$ cat src/logic/ioef_pkg.sv
// Package for the port E / port F GPIO block.
// Assumes word-aligned AXI4-Lite access; index = byte address / 4.
package ioef_pkg;
  localparam int E_W = 5;
  localparam int F_W = 8;
  localparam int IDX_W = 4;
  // Register indices
  localparam logic [IDX_W-1:0] IDX_E_DATA = 4'h8;
  localparam logic [IDX_W-1:0] IDX_F_DATA = 4'h9;
  localparam logic [IDX_W-1:0] IDX_E_KEY = 4'hA;
  localparam logic [IDX_W-1:0] IDX_F_KEY = 4'hB;
  localparam logic [IDX_W-1:0] IDX_E_DIR = 4'hC;
  localparam logic [IDX_W-1:0] IDX_F_DIR = 4'hD;
  localparam logic [IDX_W-1:0] IDX_OPT = 4'hE;
  localparam logic [IDX_W-1:0] IDX_F_PULL = 4'hF;
  // Optical control fields
  localparam int OPT_EN_X_BIT = 0;
  localparam int OPT_EN_Y_BIT = 1;
  localparam int OPT_REF_X_LSB = 2;
  localparam int OPT_REF_Y_LSB = 5;
  localparam int REF_W = 3;
  // Port E key register fields
  localparam int EKEY_IRQ_LSB = 0;
  localparam int EKEY_PU_LSB = 4;
  localparam int EKEY_N = 4;
  // Reset values
  localparam logic [E_W-1:0] E_DIR_RST = 5'h00;
  localparam logic [F_W-1:0] F_DIR_RST = 8'h00;
  localparam logic [7:0] OPT_RST = 8'h00;
  localparam logic [7:0] KEY_RST = 8'h00;
  localparam logic [7:0] PULL_RST = 8'h00;
  // Prescaler code that hands pin 0 to the timer clock
  localparam logic [2:0] PS_EXT_CLK = 3'h7;
  // AXI responses
  localparam logic [1:0] RESP_OKAY = 2'h0;
  localparam logic [1:0] RESP_SLVERR = 2'h2;
endpackage : ioef_pkg

$ cat src/logic/ioef_axil.sv
// AXI4-Lite slave front end for the GPIO block.
// Assumes the register file answers reads combinationally.
`timescale 1ns/1ps
`default_nettype none
module ioef_axil
  import ioef_pkg::*;
#(
  parameter int ADDR_W = 8
) (
  input wire logic clk,
  input wire logic resetn,
  input wire logic [ADDR_W-1:0] awaddr,
  input wire logic awvalid,
  output logic awready,
  input wire logic [31:0] wdata,
  input wire logic [3:0] wstrb,
  input wire logic wvalid,
  output logic wready,
  output logic [1:0] bresp,
  output logic bvalid,
  input wire logic bready,
  input wire logic [ADDR_W-1:0] araddr,
  input wire logic arvalid,
  output logic arready,
  output logic [31:0] rdata,
  output logic [1:0] rresp,
  output logic rvalid,
  input wire logic rready,
  output logic wr_en,
  output logic [IDX_W-1:0] wr_idx,
  output logic [7:0] wr_data,
  input wire logic wr_hit,
  output logic [IDX_W-1:0] rd_idx,
  input wire logic [7:0] rd_data,
  input wire logic rd_hit
);
  typedef struct packed {
    logic aw_full;
    logic [ADDR_W-1:0] aw_addr;
    logic w_full;
    logic [7:0] w_data;
    logic w_lane0;
    logic bvalid;
    logic [1:0] bresp;
    logic rvalid;
    logic [31:0] rdata;
    logic [1:0] rresp;
  } ioef_axi_s;

  ioef_axi_s q, d;

  function automatic logic in_map(input logic [ADDR_W-1:0] a);
    in_map = (a >> (IDX_W + 2)) == '0;
  endfunction : in_map

  assign awready = !q.aw_full && !q.bvalid;
  assign wready = !q.w_full && !q.bvalid;
  assign arready = !q.rvalid;
  assign bvalid = q.bvalid;
  assign bresp = q.bresp;
  assign rvalid = q.rvalid;
  assign rdata = q.rdata;
  assign rresp = q.rresp;
  assign rd_idx = araddr[IDX_W+1:2];
  assign wr_idx = q.aw_addr[IDX_W+1:2];
  assign wr_data = q.w_data;
  // Only lane 0 carries data; a write without it stores nothing
  assign wr_en = q.aw_full && q.w_full && !q.bvalid && q.w_lane0
    && in_map(q.aw_addr);

  always_comb begin
    d = q;
    if (awvalid && awready) begin
      d.aw_full = 1'b1;
      d.aw_addr = awaddr;
    end
    if (wvalid && wready) begin
      d.w_full = 1'b1;
      d.w_data = wdata[7:0];
      d.w_lane0 = wstrb[0];
    end
    if (q.aw_full && q.w_full && !q.bvalid) begin
      d.aw_full = 1'b0;
      d.w_full = 1'b0;
      d.bvalid = 1'b1;
      d.bresp = (in_map(q.aw_addr) && wr_hit) ? RESP_OKAY : RESP_SLVERR;
    end
    if (q.bvalid && bready) begin
      d.bvalid = 1'b0;
    end
    if (arvalid && arready) begin
      d.rvalid = 1'b1;
      d.rdata = {24'h000000, rd_data};
      d.rresp = (in_map(araddr) && rd_hit) ? RESP_OKAY : RESP_SLVERR;
    end else if (q.rvalid && rready) begin
      d.rvalid = 1'b0;
    end
  end

  always_ff @(posedge clk or negedge resetn) begin
    if (!resetn) begin
      q <= '0;
    end else begin
      q <= d;
    end
  end
endmodule : ioef_axil
`default_nettype wire

$ cat src/logic/ioef_top.sv
// Port E (5 bit) and port F (8 bit) GPIO with timer sharing and
// optical interface controls, reached over AXI4-Lite.
// Assumes pads, timer, keyboard interrupt block and optical analog
// circuits sit outside and resolve the pin wires from the enables.
`timescale 1ns/1ps
`default_nettype none
module ioef_top
  import ioef_pkg::*;
#(
  parameter int ADDR_W = 8
) (
  input wire logic CLK,
  input wire logic RESETN,
  input wire logic [ADDR_W-1:0] S_AXI_AWADDR,
  input wire logic S_AXI_AWVALID,
  output logic S_AXI_AWREADY,
  input wire logic [31:0] S_AXI_WDATA,
  input wire logic [3:0] S_AXI_WSTRB,
  input wire logic S_AXI_WVALID,
  output logic S_AXI_WREADY,
  output logic [1:0] S_AXI_BRESP,
  output logic S_AXI_BVALID,
  input wire logic S_AXI_BREADY,
  input wire logic [ADDR_W-1:0] S_AXI_ARADDR,
  input wire logic S_AXI_ARVALID,
  output logic S_AXI_ARREADY,
  output logic [31:0] S_AXI_RDATA,
  output logic [1:0] S_AXI_RRESP,
  output logic S_AXI_RVALID,
  input wire logic S_AXI_RREADY,
  input wire logic [E_W-1:0] PORT_E_IN,
  output logic [E_W-1:0] PORT_E_OUT,
  output logic [E_W-1:0] PORT_E_OE,
  input wire logic [F_W-1:0] PORT_F_IN,
  output logic [F_W-1:0] PORT_F_OUT,
  output logic [F_W-1:0] PORT_F_OE,
  output logic [EKEY_N-1:0] PORT_E_PULLUP_EN,
  output logic [F_W-1:0] PORT_F_PULLUP_EN,
  input wire logic [1:0] EDGE_LEVEL_SELECT_A,
  input wire logic [1:0] EDGE_LEVEL_SELECT_B,
  input wire logic [2:0] TIMER_PRESCALER_SELECT,
  input wire logic [1:0] TIMER_CH_OUT,
  input wire logic [1:0] TIMER_CH_OE,
  output logic [1:0] TIMER_CH_IN,
  output logic TIMER_EXT_CLK,
  output logic [EKEY_N-1:0] KEY_E_IRQ_EN,
  output logic [EKEY_N-1:0] KEY_E_PIN,
  output logic [F_W-1:0] KEY_F_IRQ_EN,
  output logic [F_W-1:0] KEY_F_PIN,
  output logic OPTICAL_ENABLE_X,
  output logic OPTICAL_ENABLE_Y,
  output logic [REF_W-1:0] REFERENCE_SELECT_X,
  output logic [REF_W-1:0] REFERENCE_SELECT_Y
);
  // Control and pad state, cleared by reset
  typedef struct packed {
    logic [E_W-1:0] e_dir;
    logic [F_W-1:0] f_dir;
    logic [7:0] opt;
    logic [7:0] e_key;
    logic [7:0] f_key;
    logic [7:0] f_pull;
    logic [E_W-1:0] e_s1;
    logic [E_W-1:0] e_s2;
    logic [F_W-1:0] f_s1;
    logic [F_W-1:0] f_s2;
    logic [E_W-1:0] e_out;
    logic [E_W-1:0] e_oe;
    logic [F_W-1:0] f_out;
    logic [F_W-1:0] f_oe;
    logic [EKEY_N-1:0] e_pu;
    logic [F_W-1:0] f_pu;
    logic [EKEY_N-1:0] e_kpin;
    logic [F_W-1:0] f_kpin;
    logic [1:0] tch_in;
    logic timer_external_clock_pin;
  } ioef_ctl_s;

  // Data latches keep their contents across reset
  typedef struct packed {
    logic [E_W-1:0] e_lat;
    logic [F_W-1:0] f_lat;
  } ioef_lat_s;

  ioef_ctl_s q, d;
  ioef_lat_s lq, ld;

  logic wr_en;
  logic [IDX_W-1:0] wr_idx;
  logic [7:0] wr_data;
  logic wr_hit;
  logic [IDX_W-1:0] rd_idx;
  logic [7:0] rd_data;
  logic rd_hit;
  logic [1:0] ch_claim;
  logic clk_claim;
  logic [E_W-1:0] e_oe_eff;
  logic [E_W-1:0] e_out_eff;

  // Per bit: output pins read the latch, input pins read the pad
  function automatic logic [7:0] rd_mix(input logic [7:0] dir,
                                        input logic [7:0] lat,
                                        input logic [7:0] pin);
    rd_mix = (dir & lat) | (~dir & pin);
  endfunction : rd_mix

  function automatic logic idx_known(input logic [IDX_W-1:0] idx);
    idx_known = idx >= IDX_E_DATA;
  endfunction : idx_known

  ioef_axil #(
    .ADDR_W(ADDR_W)
  ) u_axil (
    .clk(CLK),
    .resetn(RESETN),
    .awaddr(S_AXI_AWADDR),
    .awvalid(S_AXI_AWVALID),
    .awready(S_AXI_AWREADY),
    .wdata(S_AXI_WDATA),
    .wstrb(S_AXI_WSTRB),
    .wvalid(S_AXI_WVALID),
    .wready(S_AXI_WREADY),
    .bresp(S_AXI_BRESP),
    .bvalid(S_AXI_BVALID),
    .bready(S_AXI_BREADY),
    .araddr(S_AXI_ARADDR),
    .arvalid(S_AXI_ARVALID),
    .arready(S_AXI_ARREADY),
    .rdata(S_AXI_RDATA),
    .rresp(S_AXI_RRESP),
    .rvalid(S_AXI_RVALID),
    .rready(S_AXI_RREADY),
    .wr_en(wr_en),
    .wr_idx(wr_idx),
    .wr_data(wr_data),
    .wr_hit(wr_hit),
    .rd_idx(rd_idx),
    .rd_data(rd_data),
    .rd_hit(rd_hit)
  );

  assign wr_hit = idx_known(wr_idx);
  assign rd_hit = idx_known(rd_idx);

  assign ch_claim = EDGE_LEVEL_SELECT_A | EDGE_LEVEL_SELECT_B;
  assign clk_claim = TIMER_PRESCALER_SELECT == PS_EXT_CLK;

  always_comb begin
    e_oe_eff = q.e_dir;
    e_out_eff = lq.e_lat;
    if (ch_claim[0]) begin
      e_oe_eff[1] = TIMER_CH_OE[0];
      e_out_eff[1] = TIMER_CH_OUT[0];
    end
    if (ch_claim[1]) begin
      e_oe_eff[2] = TIMER_CH_OE[1];
      e_out_eff[2] = TIMER_CH_OUT[1];
    end
    // Clock pin must not drive against the incoming clock
    if (clk_claim) begin
      e_oe_eff[0] = 1'b0;
    end
  end

  // Register read mux
  always_comb begin
    rd_data = 8'h00;
    case (rd_idx)
      IDX_E_DATA: rd_data = rd_mix({3'h0, q.e_dir}, {3'h0, lq.e_lat},
                                   {3'h0, q.e_s2});
      IDX_F_DATA: rd_data = rd_mix(q.f_dir, lq.f_lat, q.f_s2);
      IDX_E_KEY: rd_data = q.e_key;
      IDX_F_KEY: rd_data = q.f_key;
      IDX_E_DIR: rd_data = {3'h0, q.e_dir};
      IDX_F_DIR: rd_data = q.f_dir;
      IDX_OPT: rd_data = q.opt;
      IDX_F_PULL: rd_data = q.f_pull;
      default: rd_data = 8'h00;
    endcase
  end

  always_comb begin
    d = q;
    ld = lq;
    // Two-stage pin synchronisers
    d.e_s1 = PORT_E_IN;
    d.e_s2 = q.e_s1;
    d.f_s1 = PORT_F_IN;
    d.f_s2 = q.f_s1;
    if (wr_en) begin
      case (wr_idx)
        IDX_E_DATA: ld.e_lat = wr_data[E_W-1:0];
        IDX_F_DATA: ld.f_lat = wr_data;
        IDX_E_KEY: d.e_key = wr_data;
        IDX_F_KEY: d.f_key = wr_data;
        IDX_E_DIR: d.e_dir = wr_data[E_W-1:0];
        IDX_F_DIR: d.f_dir = wr_data;
        IDX_OPT: d.opt = wr_data;
        IDX_F_PULL: d.f_pull = wr_data;
        default: d.opt = q.opt;
      endcase
    end
    d.e_oe = e_oe_eff;
    d.e_out = e_out_eff;
    d.f_oe = q.f_dir;
    d.f_out = lq.f_lat;
    d.e_pu = q.e_key[EKEY_PU_LSB +: EKEY_N] & ~e_oe_eff[EKEY_N-1:0];
    d.f_pu = q.f_pull & ~q.f_dir;
    d.e_kpin = q.e_s2[EKEY_N-1:0] & q.e_key[EKEY_IRQ_LSB +: EKEY_N];
    d.f_kpin = q.f_s2 & q.f_key;
    d.tch_in = q.e_s2[2:1] & ch_claim;
    d.timer_external_clock_pin = q.e_s2[0] & clk_claim;
  end

  always_ff @(posedge CLK or negedge RESETN) begin
    if (!RESETN) begin
      q <= '0;
      q.e_dir <= E_DIR_RST;
      q.f_dir <= F_DIR_RST;
      q.opt <= OPT_RST;
      q.e_key <= KEY_RST;
      q.f_key <= KEY_RST;
      q.f_pull <= PULL_RST;
    end else begin
      q <= d;
    end
  end

  always_ff @(posedge CLK) begin
    lq <= ld;
  end

  assign PORT_E_OUT = q.e_out;
  assign PORT_E_OE = q.e_oe;
  assign PORT_F_OUT = q.f_out;
  assign PORT_F_OE = q.f_oe;
  assign PORT_E_PULLUP_EN = q.e_pu;
  assign PORT_F_PULLUP_EN = q.f_pu;
  assign TIMER_CH_IN = q.tch_in;
  assign TIMER_EXT_CLK = q.timer_external_clock_pin;
  assign KEY_E_IRQ_EN = q.e_key[EKEY_IRQ_LSB +: EKEY_N];
  assign KEY_E_PIN = q.e_kpin;
  assign KEY_F_IRQ_EN = q.f_key;
  assign KEY_F_PIN = q.f_kpin;
  assign OPTICAL_ENABLE_X = q.opt[OPT_EN_X_BIT];
  assign OPTICAL_ENABLE_Y = q.opt[OPT_EN_Y_BIT];
  assign REFERENCE_SELECT_X = q.opt[OPT_REF_X_LSB +: REF_W];
  assign REFERENCE_SELECT_Y = q.opt[OPT_REF_Y_LSB +: REF_W];
endmodule : ioef_top
`default_nettype wire

$ cat config.mk
export PLATFORM = sky130hd
export DESIGN_NAME = ioef_top
export DESIGN_NICKNAME = d
export VERILOG_FILES = /design/src/logic/ioef_pkg.sv /design/src/logic/ioef_axil.sv /design/src/logic/ioef_top.sv
export SDC_FILE = /design/constraint.sdc
export NUM_CORES = 1
export LEC_CHECK = 0
export ABC_CLOCK_PERIOD_IN_PS = 2900
export BUFFER_PORTS_ARGS = -buffer_cell sky130_fd_sc_hd__clkbuf_2
export CORE_MARGIN = 2
export CORE_UTILIZATION = 40
export DETAILED_ROUTE_END_ITERATION = 7
export HOLD_SLACK_MARGIN = 0.15
export RECOVER_POWER = 25
export SLEW_MARGIN = 20
export SYNTH_ARGS = -nofsm -noshare
export SYNTH_HDL_FRONTEND = slang
export SYNTH_HIERARCHICAL = 1
export SYNTH_SLANG_ARGS = --single-unit
$ cat constraint.sdc
create_clock -name CLK -period 2.9 [get_ports CLK]
set_input_delay 0.145 -clock CLK [delete_from_list [all_inputs] [get_ports CLK]]
set_output_delay 0.145 -clock CLK [all_outputs]
set_load 0.05 [all_outputs]
---- Word level (Yosys, flattened, before mapping) ----
Cells that the tools add are included.
operators by class
  magnitude comparators ................... 2
  equality and inequality tests ........... 17
  muxes and demuxes ....................... 16
  bitwise operators ....................... 16
  reduce and logical (&&, ||, !) cells .... 31
operators by type and width
  cell                number
  $eq 4x4->1 const B  16
  $pmux 8 s8          1
  $and 8x8->8         4
  $logic_not 8->1     2
  $reduce_and 2->1    8
  $logic_and 1x1->1   13
  $mux 1              10
  $mux 10             1
  $mux 9              1
  $and 4x4->4         2
  $and 8x5->8         1
  $ge 4x4->1 const B  2
  $not 5->8           1
  $not 8->8           1
  $or 5x8->8          1
  $or 8x8->8          1
  $reduce_bool 2->1   4
  $and 5x5->5         1
  $logic_not 1->1     4
  $mux 2              2
  $not 4->4           1
  $eq 3x3->1 const B  1
  $mux 3              1
  $and 2x2->2         1
  other kinds (2)     2
storage, ports and cells
  register bits after elaboration ......... 170
  input port bits ......................... 83
  output and inout bits ................... 114
  logic and storage cells ................. 114

---- Logic depth before layout (Yosys ltp) ----
  word-level depth ........................ 5
  gate-level depth with buffers ........... 7

---- Modules after synthesis ----
Netlist, hierarchy kept.
modules (own cells, without submodules)
  module     times used  cells an instance  area an instance (um^2)  sequential area each (um^2)
  ioef_top   1           386                5509.0                   3493.4
  ioef_axil  1           125                1535.2                   725.7

---- Worst setup path before layout ----
No wires, ideal clock.
  path type ............................... flip-flop to flip-flop
  start point ............................. register u_axil.q, in the netlist u_axil/bvalid
  end point ............................... register lq, in the netlist d[48], enable pin
  setup time .............................. 374 ps
  arrival ................................. 2060 ps
  data required time ...................... 2526 ps
  path slack .............................. 466 ps
  stages on the path, launching flop included .. 5
  buffers on the path ..................... 0
  clock period less this slack ............ 2434 ps
  cell sequence ........................... dfrtp_1 nand3b_1 nor4b_1 nand3b_1 nor3_1
on the way
  cells in the longest elaborated chain, start to end .. 5
ends and longest elaborated chain
  element                          RTL line          text
  start, declared                  ioef_axil.sv:50   ioef_axi_s q, d;
  start signal, assigned           ioef_axil.sv:102  q <= '0;
  start signal, assigned           ioef_axil.sv:104  q <= d;
  $logic_not 1->1                  ioef_axil.sv:68   assign wr_en = q.aw_full && q.w_full && !q.bvalid && q.w_lane0
  $logic_and 1x1->1 (2 in series)  ioef_axil.sv:68
  $logic_and 1x1->1                ioef_axil.sv:69   && in_map(q.aw_addr);
  via wr_en                        ioef_top.sv:88    logic wr_en;
  $reduce_and 2->1 (no line)       n/a
  end signal, assigned             ioef_top.sv:230   lq <= ld;
  end, declared                    ioef_top.sv:86    ioef_lat_s lq, ld;
The timed path passes the listed nets, and every way through them passes these cells.
A chain may end at the register's enable or synchronous reset.

---- Worst setup path in the final report ----
  start point ............................. register u_axil.q, in the netlist u_axil/bvalid
  end point ............................... register q[120] (netlist bit)
on the way
  cells in the longest elaborated chain, start to end .. 5
ends and longest elaborated chain
  element                          RTL line         text
  $logic_not 1->1                  ioef_axil.sv:68
  $logic_and 1x1->1 (2 in series)  ioef_axil.sv:68
  $logic_and 1x1->1                ioef_axil.sv:69
  via wr_en                        ioef_top.sv:88
  $reduce_and 2->1 (no line)       n/a
  end, declared                    ioef_top.sv:85   ioef_ctl_s q, d;
The timed path passes the listed nets, and every way through them passes these cells.

==> metrics <==
outcome finished, violations left; failing checks capacitance limit, slew limit; largest net degree at the start of global routing 69; Max transition margin -0.0432; worst-margin pin slew 1.56 ns; Starting DRT DRC Count 229; total track usage 0.172; CTS sink cnt 166; Avg WL per Cell 17.5 µm; Met3 Routed Length 899 µm; CTS resizes 0; CP Capture Point q[120]; critical path type register to register; Core Region 17200 µm²; first-pass GRT wire length 23.3 mm; clock root buffer clkbuf_16; EDFF count, synth 13; cell accounting for the most synthesized area dfrtp_1; clk slew on worst S/H paths 0.07 ns; cell with the most instances after synthesis dfrtp_1; leakage power 4.14 nW; FF-to-FF Start u_axil/bvalid; r2r endpoint q[120]; Setup crit start u_axil/bvalid; CP max stage delay 0.55 ns; CP required 3.21 ns; # rows 48; slowest CP cell or3_1; area grow syn2layout 18.7%; Yosys top cell area share 0.544; DRC Markers 0; GPL Wtd Cong 0.765; period utilization 0.876; Final Util 0.485; fin crit period 2.54 ns; Die Span Y 137 µm; Worst EP arrival 2.85 ns; final antenna-violating net count 0; crit path max fanout 8; Commonest cells post-synth 153 x dfrtp_1, 123 x buf_4, 74 x mux2_2; Vias 3974; Top Metal Used met4; Slew Limit Fails 61; clock skew 0.00823 ns; Avg Cell Area, Syn 13.8 µm²; vias in the first global route 4158; DR WL met2 7.18 mm; cts bufs inserted 17; FMAX 0.393 GHz; drt first pass iters 4; Max Cap Violations 1; Die Width 137 µm; RSZ-0062 raised after global routing false; clock latency on the worst-skew pair 0.43 ns; Async SR Flop Fraction 0.922; CTS tree yes; starting density of the core 0.409; Setup violations, final 0; worst vdd ir 0.000566 V; Boundary Pins 197; HP Class input pin to register; DRT met1 WL 6.65 mm; ranking of synthesized cells by area dfrtp_1 54%, buf_4 13%, mux2_2 12%, edfxtp_1 5.5%, mux2i_1 1.6%; Cell variety after synth 41; final-stage net count 703; Final Hold Fails 0; Top FF cell, synth dfrtp_1; Vias/cell 4.63; HPWL Detailed 10.3 mm; grt ovf 0; Syn. warnings 6; pwr/cell area 927 nW/µm²; H-tree depth 4; Worst R2R Setup Slack 0.36 ns; CP Cell Sequence nand3b_1, nor4b_1, nand3_2, or3_1, mux2_4; full die area 18700 µm²; Post-Syn Instances 511; Post-CTS Repair Setup Buffers 0; Startpoint Class register; synthesized area 7040 µm²; Hold WS 0.212 ns; Bufs on Longest Clock Path 2; PortBufs 139; register bit total from synthesis 166; initial antenna violation count 0; CP endpoint kind register; hold_buf cts 47; setup total negative slack 0 ns; sequential-to-total area share from yosys stat 0.599; Reg2Reg Depth 5; WL final 15.0 mm; antenna cells 0; fraction of layout cells with a size suffix above 1 0.431
==> power breakdown <==
part,leakage [nW],switching [mW],internal [mW]
Sequential,2.10,0.438,2.81
Combinational,1.73,1.33,0.659
Clock,0.317,0.957,1.55
==> cells in the final DEF (no fill, tap or decap), types with 3 or more instances in the layout <==
cell,netlist,final
o22ai_1,5,5
o21ai_0,11,11
buf_4,123,11
clkbuf_2,0,138
a22o_1,5,5
nor2_2,5,5
mux2_4,5,5
a211o_1,5,5
mux2i_1,11,11
bufinv_16,0,5
clkbuf_16,0,17
mux2_2,74,74
nand2b_1,3,3
nand3b_1,4,4
nand2_1,9,9
a32o_1,7,7
nor2_1,9,9
inv_1,7,7
edfxtp_1,13,13
and2_0,0,9
dfrtp_1,153,153
inv_6,0,5
conb_1,1,26
nand3_1,4,4
dlygate4sd3_1,0,47
and2_1,13,4
nor2b_1,13,13
==> flip-flops by register name, summed over array words and instances, names as in the netlist, 8 cells and up <==
name and cells:
q 28, u_axil/wr_data 8, KEY_F_PIN 8, PORT_F_OE 8, KEY_F_IRQ_EN 8, PORT_F_OUT 8
PORT_F_PULLUP_EN 8, u_axil/rdata 8, d 34
==> per-stage QoR <==
step / std cells / total power, mW / instance area [µm²] / worst slack (ns)
after floorplan: 536 / 5.12 / 7140 / 0.466
after global placement: 779 / 5.20 / 7230 / 0.396
after detailed placement: 779 / 5.25 / 7230 / 0.354
after CTS: 858 / 7.83 / 8370 / 0.328
after global routing: 858 / 8.12 / 8360 / 0.190
final: 858 / 7.75 / 8360 / 0.358
==> routing by layer <==
layer  vias up  global-route usage
met2       137               0.274
met4         0              0.0654
met5         -                   0
met3        18              0.0470
li1       1823                   -
met1      1996               0.223
==> logic make-up after synthesis <==
kind of cell	Yosys count	synth area share
DFF	166	0.599
other	1	0.000532
AOI/OAI and AO/OA	39	0.0412
buffers and inverters	140	0.144
muxes	92	0.151
and+or+nand+nor	73	0.0641
==> worst max-delay path, delay by kind of cell (launching register included) <==
family	cells	cell delay, ns
DFF	1	0.48
muxes	1	0.36
and+or+nand+nor	4	1.58
==> layout make-up <==
cell class                      instances  area [µm²]
Clock buffer                           17         425
Clock inverter                         15         238
Fill cell                            1520        8880
Inverter                                7        26.3
Multi-Input combinational cell        230        1900
Sequential cell                       166        4220
Tap cell                              225         282
Timing Repair Buffer                  198        1270
==> worst min-delay path by stage <==
stage | from | end | slack [ns] | depth (start not counted)
6_report | S_AXI_ARADDR[5] | u_axil/rresp[1] | 0.21 | 2
5_1_grt | S_AXI_ARVALID | u_axil/rresp[1] | 0.23 | 3
3_5_place_dp | RESETN | KEY_F_PIN[4] | 0.16 | 1
3_3_place_gp | RESETN | q[57] | 0.15 | 1
2_1_floorplan | RESETN | KEY_E_IRQ_EN[0] | -0.15 | 0
4_1_cts | S_AXI_ARVALID | u_axil/rresp[1] | 0.20 | 3
Note: power is estimated with default switching activity, not from simulation.
